$ cat config.mk
export PLATFORM = sky130hd
export DESIGN_NAME = psr_top
export DESIGN_NICKNAME = d
export VERILOG_FILES = /design/src/core/psr_pkg.sv /design/src/core/psr_top.sv
export SDC_FILE = /design/constraint.sdc
export NUM_CORES = 1
export LEC_CHECK = 0
export BUFFER_PORTS_ARGS = -buffer_cell sky130_fd_sc_hd__buf_4
export CAP_MARGIN = 20
export CORE_MARGIN = 2
export CORE_UTILIZATION = 47
export CTS_CLUSTER_SIZE = 14
export DETAILED_ROUTE_END_ITERATION = 16
export PLACE_DENSITY = 0.85
export RECOVER_POWER = 25
export SLEW_MARGIN = 20
export SYNTH_ARGS = -nofsm -noshare
export SYNTH_HDL_FRONTEND = slang
export SYNTH_SLANG_ARGS = --single-unit
$ cat constraint.sdc
create_clock -name clk_i -period 3.2 [get_ports clk_i]
set_input_delay 0 -clock clk_i [delete_from_list [all_inputs] [get_ports clk_i]]
set_output_delay 0 -clock clk_i [all_outputs]
set_load 0.03 [all_outputs]
$ cat src/core/psr_pkg.sv
// Constants, field layouts and carriers for the peripheral soft reset block.
// Assumes an APB completer with 32-bit data, one aligned word per register.
package psr_pkg;

	//--------------------------------------------------------------
	// Register map
	//--------------------------------------------------------------
	localparam logic [11:0] FAST_RST_OFS  = 12'h00c;
	localparam logic [11:0] SLOW_RST_OFS  = 12'h010;
	localparam logic [31:0] FAST_RST_INIT = 32'h0000_0000;
	localparam logic [31:0] SLOW_RST_INIT = 32'h0000_0000;
	localparam logic [31:0] FAST_RW_MASK  = 32'h000e_783d;
	localparam logic [31:0] SLOW_RW_MASK  = 32'hb3e6_0000;

	//--------------------------------------------------------------
	// Fast bus register bit positions
	//--------------------------------------------------------------
	localparam int SPI_B_POS   = 19;
	localparam int UART_E_POS  = 18;
	localparam int UART_D_POS  = 17;
	localparam int USART_A_POS = 14;
	localparam int TIMER_H_POS = 13;
	localparam int SPI_A_POS   = 12;
	localparam int TIMER_A_POS = 11;
	localparam int PORT_D_POS  = 5;
	localparam int PORT_C_POS  = 4;
	localparam int PORT_B_POS  = 3;
	localparam int PORT_A_POS  = 2;
	localparam int ALT_FN_POS  = 0;

	//--------------------------------------------------------------
	// Slow bus register bit positions
	//--------------------------------------------------------------
	localparam int OP_AMP_POS  = 31;
	localparam int DAC_IF_POS  = 29;
	localparam int POWER_POS   = 28;
	localparam int CAN_POS     = 25;
	localparam int USB_CLK_POS = 24;
	localparam int USB_POS     = 23;
	localparam int I2C_B_POS   = 22;
	localparam int I2C_A_POS   = 21;
	localparam int USART_C_POS = 18;
	localparam int USART_B_POS = 17;

	//--------------------------------------------------------------
	// Reset line carriers, one bit per peripheral
	//--------------------------------------------------------------
	typedef struct packed {
		logic spi_b_reset_bit;
		logic uart_e_reset_bit;
		logic uart_d_reset_bit;
		logic usart_a_reset_bit;
		logic timer_h_reset_bit;
		logic spi_a_reset_bit;
		logic timer_a_reset_bit;
		logic port_d_reset_bit;
		logic port_c_reset_bit;
		logic port_b_reset_bit;
		logic port_a_reset_bit;
		logic alt_func_reset_bit;
	} psr_fast_rst_t;

	typedef struct packed {
		logic op_amp_if_reset_bit;
		logic dac_if_reset_bit;
		logic power_if_reset_bit;
		logic can_ctrl_reset_bit;
		logic usb_clk_recovery_reset_bit;
		logic usb_ctrl_reset_bit;
		logic i2c_b_reset_bit;
		logic i2c_a_reset_bit;
		logic usart_c_reset_bit;
		logic usart_b_reset_bit;
	} psr_slow_rst_t;

endpackage

$ cat src/core/psr_top.sv
// Peripheral soft reset registers with an APB completer port.
// Assumes APB signalling on clk_i; nrst_i is asynchronous, active low.
`timescale 1ns/10ps
module psr_top import psr_pkg::*; #(
	parameter int ADDR_W = 12
) (
	// Clock and reset
	input  wire logic                clk_i,
	input  wire logic                nrst_i,
	// APB completer
	input  wire logic                psel_i,
	input  wire logic                penable_i,
	input  wire logic                pwrite_i,
	input  wire logic [ADDR_W-1:0]   paddr_i,
	input  wire logic [31:0]         pwdata_i,
	input  wire logic [3:0]          pstrb_i,
	output logic                     pready_o,
	output logic                     pslverr_o,
	output logic [31:0]              prdata_o,
	// Peripheral reset lines, high holds reset
	output psr_fast_rst_t            fast_rst_o,
	output psr_slow_rst_t            slow_rst_o
);

	//--------------------------------------------------------------
	// Elaboration checks
	//--------------------------------------------------------------
	if (ADDR_W < 5 || ADDR_W > 12) begin : g_bad_addr
		$error("ADDR_W must lie between 5 and 12");
	end

	//--------------------------------------------------------------
	// Reset release synchroniser
	//--------------------------------------------------------------
	logic rst_meta_r;
	logic rst_n;

	// Two-stage release, assertion stays asynchronous
	always_ff @(posedge clk_i or negedge nrst_i) begin
		if (!nrst_i) begin
			rst_meta_r <= 1'b0;
			rst_n      <= 1'b0;
		end else begin
			rst_meta_r <= 1'b1;
			rst_n      <= rst_meta_r;
		end
	end

	//--------------------------------------------------------------
	// Address decode
	//--------------------------------------------------------------
	logic [11:0] addr_full;
	logic        hit_fast;
	logic        hit_slow;
	logic        setup;
	logic        access;
	logic        err_r;
	logic [31:0] strb_mask;

	assign addr_full = 12'(paddr_i);
	assign setup     = psel_i & ~penable_i;
	assign access    = psel_i & penable_i;

	// Only whole aligned words are mapped
	always_comb begin
		hit_fast = 1'b0;
		hit_slow = 1'b0;
		if (addr_full == FAST_RST_OFS) begin
			hit_fast = 1'b1;
		end else if (addr_full == SLOW_RST_OFS) begin
			hit_slow = 1'b1;
		end
	end

	// Byte lane enables widened to bit mask
	always_comb begin
		for (int i = 0; i < 4; i++) begin
			strb_mask[i*8 +: 8] = {8{pstrb_i[i]}};
		end
	end

	//--------------------------------------------------------------
	// Register storage
	//--------------------------------------------------------------
	logic [31:0] fast_r;
	logic [31:0] slow_r;
	logic [31:0] fast_nxt;
	logic [31:0] slow_nxt;
	logic        wr_fire;

	assign wr_fire = access & pwrite_i & ~err_r;

	always_comb begin
		fast_nxt = (fast_r & ~strb_mask) | (pwdata_i & strb_mask);
		slow_nxt = (slow_r & ~strb_mask) | (pwdata_i & strb_mask);
	end

	always_ff @(posedge clk_i or negedge rst_n) begin
		if (!rst_n) begin
			fast_r <= FAST_RST_INIT;
		end else if (wr_fire && hit_fast) begin
			fast_r <= fast_nxt & FAST_RW_MASK;
		end
	end

	always_ff @(posedge clk_i or negedge rst_n) begin
		if (!rst_n) begin
			slow_r <= SLOW_RST_INIT;
		end else if (wr_fire && hit_slow) begin
			slow_r <= slow_nxt & SLOW_RW_MASK;
		end
	end

	//--------------------------------------------------------------
	// APB answer
	//--------------------------------------------------------------
	// Error and read data captured in setup phase
	always_ff @(posedge clk_i or negedge rst_n) begin
		if (!rst_n) begin
			err_r <= 1'b0;
		end else if (setup) begin
			err_r <= ~(hit_fast | hit_slow);
		end
	end

	always_ff @(posedge clk_i or negedge rst_n) begin
		if (!rst_n) begin
			prdata_o <= 32'h0000_0000;
		end else if (setup && !pwrite_i) begin
			if (hit_fast) begin
				prdata_o <= fast_r;
			end else if (hit_slow) begin
				prdata_o <= slow_r;
			end else begin
				prdata_o <= 32'h0000_0000;
			end
		end
	end

	assign pready_o  = 1'b1;             // No wait states
	assign pslverr_o = access & err_r;   // Unmapped address

	//--------------------------------------------------------------
	// Reset line fan-out
	//--------------------------------------------------------------
	// fast bus peripheral lines
	always_comb begin
		fast_rst_o.spi_b_reset_bit    = fast_r[SPI_B_POS];
		fast_rst_o.uart_e_reset_bit   = fast_r[UART_E_POS];
		fast_rst_o.uart_d_reset_bit   = fast_r[UART_D_POS];
		fast_rst_o.usart_a_reset_bit  = fast_r[USART_A_POS];
		fast_rst_o.timer_h_reset_bit  = fast_r[TIMER_H_POS];
		fast_rst_o.spi_a_reset_bit    = fast_r[SPI_A_POS];
		fast_rst_o.timer_a_reset_bit  = fast_r[TIMER_A_POS];
		fast_rst_o.port_d_reset_bit   = fast_r[PORT_D_POS];
		fast_rst_o.port_c_reset_bit   = fast_r[PORT_C_POS];
		fast_rst_o.port_b_reset_bit   = fast_r[PORT_B_POS];
		fast_rst_o.port_a_reset_bit   = fast_r[PORT_A_POS];
		fast_rst_o.alt_func_reset_bit = fast_r[ALT_FN_POS];
	end

	always_comb begin
		slow_rst_o.op_amp_if_reset_bit        = slow_r[OP_AMP_POS];
		slow_rst_o.dac_if_reset_bit           = slow_r[DAC_IF_POS];
		slow_rst_o.power_if_reset_bit         = slow_r[POWER_POS];
		slow_rst_o.can_ctrl_reset_bit         = slow_r[CAN_POS];
		slow_rst_o.usb_clk_recovery_reset_bit = slow_r[USB_CLK_POS];
		slow_rst_o.usb_ctrl_reset_bit         = slow_r[USB_POS];
		slow_rst_o.i2c_b_reset_bit            = slow_r[I2C_B_POS];
		slow_rst_o.i2c_a_reset_bit            = slow_r[I2C_A_POS];
		slow_rst_o.usart_c_reset_bit          = slow_r[USART_C_POS];
		slow_rst_o.usart_b_reset_bit          = slow_r[USART_B_POS];
	end

	//--------------------------------------------------------------
	// Assertion helpers and bus behaviour checks
	//--------------------------------------------------------------
	psr_fast_rst_t wdata_fast;
	psr_slow_rst_t wdata_slow;

	// Write data gathered into fast carrier order
	always_comb begin
		wdata_fast.spi_b_reset_bit    = pwdata_i[SPI_B_POS];
		wdata_fast.uart_e_reset_bit   = pwdata_i[UART_E_POS];
		wdata_fast.uart_d_reset_bit   = pwdata_i[UART_D_POS];
		wdata_fast.usart_a_reset_bit  = pwdata_i[USART_A_POS];
		wdata_fast.timer_h_reset_bit  = pwdata_i[TIMER_H_POS];
		wdata_fast.spi_a_reset_bit    = pwdata_i[SPI_A_POS];
		wdata_fast.timer_a_reset_bit  = pwdata_i[TIMER_A_POS];
		wdata_fast.port_d_reset_bit   = pwdata_i[PORT_D_POS];
		wdata_fast.port_c_reset_bit   = pwdata_i[PORT_C_POS];
		wdata_fast.port_b_reset_bit   = pwdata_i[PORT_B_POS];
		wdata_fast.port_a_reset_bit   = pwdata_i[PORT_A_POS];
		wdata_fast.alt_func_reset_bit = pwdata_i[ALT_FN_POS];
	end

	// Write data gathered into slow carrier order
	always_comb begin
		wdata_slow.op_amp_if_reset_bit        = pwdata_i[OP_AMP_POS];
		wdata_slow.dac_if_reset_bit           = pwdata_i[DAC_IF_POS];
		wdata_slow.power_if_reset_bit         = pwdata_i[POWER_POS];
		wdata_slow.can_ctrl_reset_bit         = pwdata_i[CAN_POS];
		wdata_slow.usb_clk_recovery_reset_bit = pwdata_i[USB_CLK_POS];
		wdata_slow.usb_ctrl_reset_bit         = pwdata_i[USB_POS];
		wdata_slow.i2c_b_reset_bit            = pwdata_i[I2C_B_POS];
		wdata_slow.i2c_a_reset_bit            = pwdata_i[I2C_A_POS];
		wdata_slow.usart_c_reset_bit          = pwdata_i[USART_C_POS];
		wdata_slow.usart_b_reset_bit          = pwdata_i[USART_B_POS];
	end
endmodule // psr_top

==> impl_metrics.csv <==
group,metric,value,unit
run_status,status,"finished clean",
timing,worst_pin_slew,1060,ps
pwr,comb_power_share,0.096,
clocking,clk_path_buf_depth,2,
pwr,ir_drop,0.332,mV
routing,via_per_inst,4.92,
synthesis,netlist_instances,137,
synthesis,ys.flop_type,"dfrtp_1",
global_route,groute.usage.overall,0.211,
place,place_congestion,0.692,
clocking,h-tree-depth,2,
pwr,p_int,0.000772,W
pwr,seqPwrFrac,0.572,
layout,syn_to_final_growth,42.4,%
clocking,root_buffer,"clkbuf_8",
timing,clock.fmax,598,MHz
timing,final.setup.tns,0,ps
critical_path,timing.rr.start,"err_r",
layout,nets,298,
clocking,tritoncts,"done",
routing,routed.top_layer,"met4",
routing,drtIter0Drc,67,
place,place_ws,1390,ps
critical_path,start_kind,"register",
critical_path,critPathSlowestCell,"dfrtp_1",
layout,nFillCells,296,
routing,wirelength,4560,um
synthesis,syn_area,0.00190,mm2
critical_path,critPathTopFamily,"simple AND/OR/NAND/NOR gates",
critical_path,cp-end-kind,"register",
pwr,net-switching-power,0.000241,W
synthesis,ys_seq_area_frac,0.591,
synthesis,synth_seq_cells,45,
synthesis,synth_warnings,0,
flow_run,drv_cap,0,
clocking,cts_buffers,5,
critical_path,r2r_cells,4,
routing,drtPass1Iterations,4,
pwr,clkPwrFrac,0.332,
timing,drv_slew,0,
worst_hold_path,hold_depth,3,
critical_path,cp.arrival,1860,ps
timing,worst_slack,1530,ps
routing,detail-route-antenna-nets,0,
place,port_buffers,83,
global_route,grt_pass1_wl,6900,um
timing,setup_viol,0,
pwr,powerDensity,373,mW/mm2
clocking,cts_resized,0,
timing,skew,12.1,ps
global_route,grt_pass1_vias,1444,
routing,m1WireLength,1800,um
routing,wl_met2,2350,um
critical_path,crit_required,3390,ps
die,io-pin-count,109,
worst_hold_path,whs_endpoint,"err_r",
synthesis,synth_edf_count,0,
routing,wl_per_cell,15.4,um
critical_path,path_class,"register to register",
critical_path,rrSetupSlack,1530,ps
timing,min_period,1670,ps
clocking,clock_latency,300,ps
critical_path,path_max_fanout,5,
routing,vias,1456,
die,rows,23,
die,start_util,0.483,
clocking,clk_pin_slew,90,ps
global_route,grt_overflow,0,
global_route,antenna_found_initial,0,
synthesis,avgSynthCellArea,13.9,um2
timing,hold-worst-slack,15.9,ps
routing,dr_wl_met3,341,um
layout,n_antenna_cell,0,
timing,post-route-period-util,0.522,
layout,drive_gt1_frac,0.358,
synthesis,async_reset_ff_frac,1.00,
pwr,switching_share,0.238,
clocking,cts.sink_count,45,
critical_path,crit_chain,"and4b_1, nor2b_1, nand3_1, mux2_2",
worst_hold_path,hp-class,"primary input to register",
worst_hold_path,min_from,"penable_i",
critical_path,slowest_delay,400,ps
die,die_x,67.7,um
timing,max_slew_margin,0.292,
die,die_h,67.7,um
timing,rsz0062_at_grt,"false",
synthesis,yosys.cell_types.count,23,
die,dieArea,0.00458,mm2
critical_path,path_buf_inv,0,
global_route,grt_max_degree,44,
die,coreArea,0.00394,mm2
pwr,p_leak,1.39,nW
routing,drc,0,
timing,finalHoldViolations,0,
place,post-dp-hpwl,3100,um
## power groups by stage
| stage | sequential [W] | combinational, W | clock, W |
|---|---|---|---|
| floorplan | 0.000589 | 0.0000451 | 0 |
| global placement | 0.000592 | 0.0000745 | 0 |
| detailed placement | 0.000592 | 0.0000759 | 0 |
| CTS | 0.000581 | 0.0000974 | 0.000352 |
| global route | 0.000582 | 0.000105 | 0.000376 |
| finish | 0.000580 | 0.0000976 | 0.000336 |
## synth_stat cells (2+ instances only)
master    number  share of area
a22o_1        18          0.083
and3_1         2         0.0066
nand2_1        6          0.012
nor2b_1        2         0.0066
nor2_1         4         0.0079
o31ai_1        2         0.0079
mux2_1         2          0.012
dfrtp_1       45           0.59
a22oi_1        2         0.0079
nand3_1        3         0.0079
mux2_2        20           0.12
nor3_4         4          0.034
buf_4         13          0.051
clkbuf_1       3         0.0059
conb_1         2         0.0039
a21oi_1        2         0.0053
## cell type report
cell class,count,area (um2),share of cell area
clock buffers,5,68.8,0.0254
clock inverters,3,17.5,0.00646
multi-input cells,88,702,0.259
flip-flops and latches,45,1130,0.416
well taps,50,62.6,0.0231
repair buffers,105,734,0.271
## timing repair
item / in CTS / in global routing
buffers inserted: 0 / 0
hold endpoints to repair: 24 / 0
hold buffers: 22 / 0
## stage by stage
stage          utilization  cells  instance area (um2)  total power, W
3_5_place_dp         0.641    266                 2530        0.000668
6_report             0.688    296                 2710         0.00101
5_1_grt              0.688    296                 2710         0.00106
2_1_floorplan            -    149                 1950        0.000634
4_1_cts              0.719    296                 2830         0.00103
3_3_place_gp         0.641    266                 2530        0.000666
## cell families after synthesis
kind of cell           share of synthesized area
AOI/OAI and AO/OA                          0.104
muxes                                      0.130
buffers and inverters                     0.0572
DFF                                        0.591
other                                    0.00394
and+or+nand+nor                            0.114
## worst max path at each step
stage | start | endpoint | slack (ps) | cells past startpoint
after global placement | penable_i | prdata_o[0] | 1420 | 5
after detailed placement | penable_i | prdata_o[4] | 1390 | 5
after global routing | err_r | register | 1420 | 4
after CTS | err_r | register | 1530 | 4
final | err_r | register | 1530 | 4
after floorplan | err_r | register | 1770 | 4
## cell usage in the layout, fill, tap and decap left out, types with 2 or more instances in the layout
master         netlist  layout
mux2_1               2       2
nand2_1              6       6
buf_4               13      53
clkinv_2             0       2
clkbuf_1             3      29
clkbuf_8             0       5
nor3_4               4       4
nand3_1              3       4
a21oi_1              2       2
mux2_2              20      20
dlygate4sd3_1        0      22
o31ai_1              2       2
and3_1               2       2
nor2b_1              2       2
conb_1               2      14
a22o_1              18      18
dfrtp_1             45      44
a22oi_1              2       2
nor2_1               4       4
## tightest hold or removal path, stage by stage
cell and delay, ps:
buf_4 90, nor2b_1 50, a21oi_1 120
## metal layers
metal	global-route usage	up-vias
li1	-	688
met5	0	-
met4	0.0893	0
met1	0.268	701
met2	0.326	61
met3	0.0750	6
(Power assumes the default switching activity.)
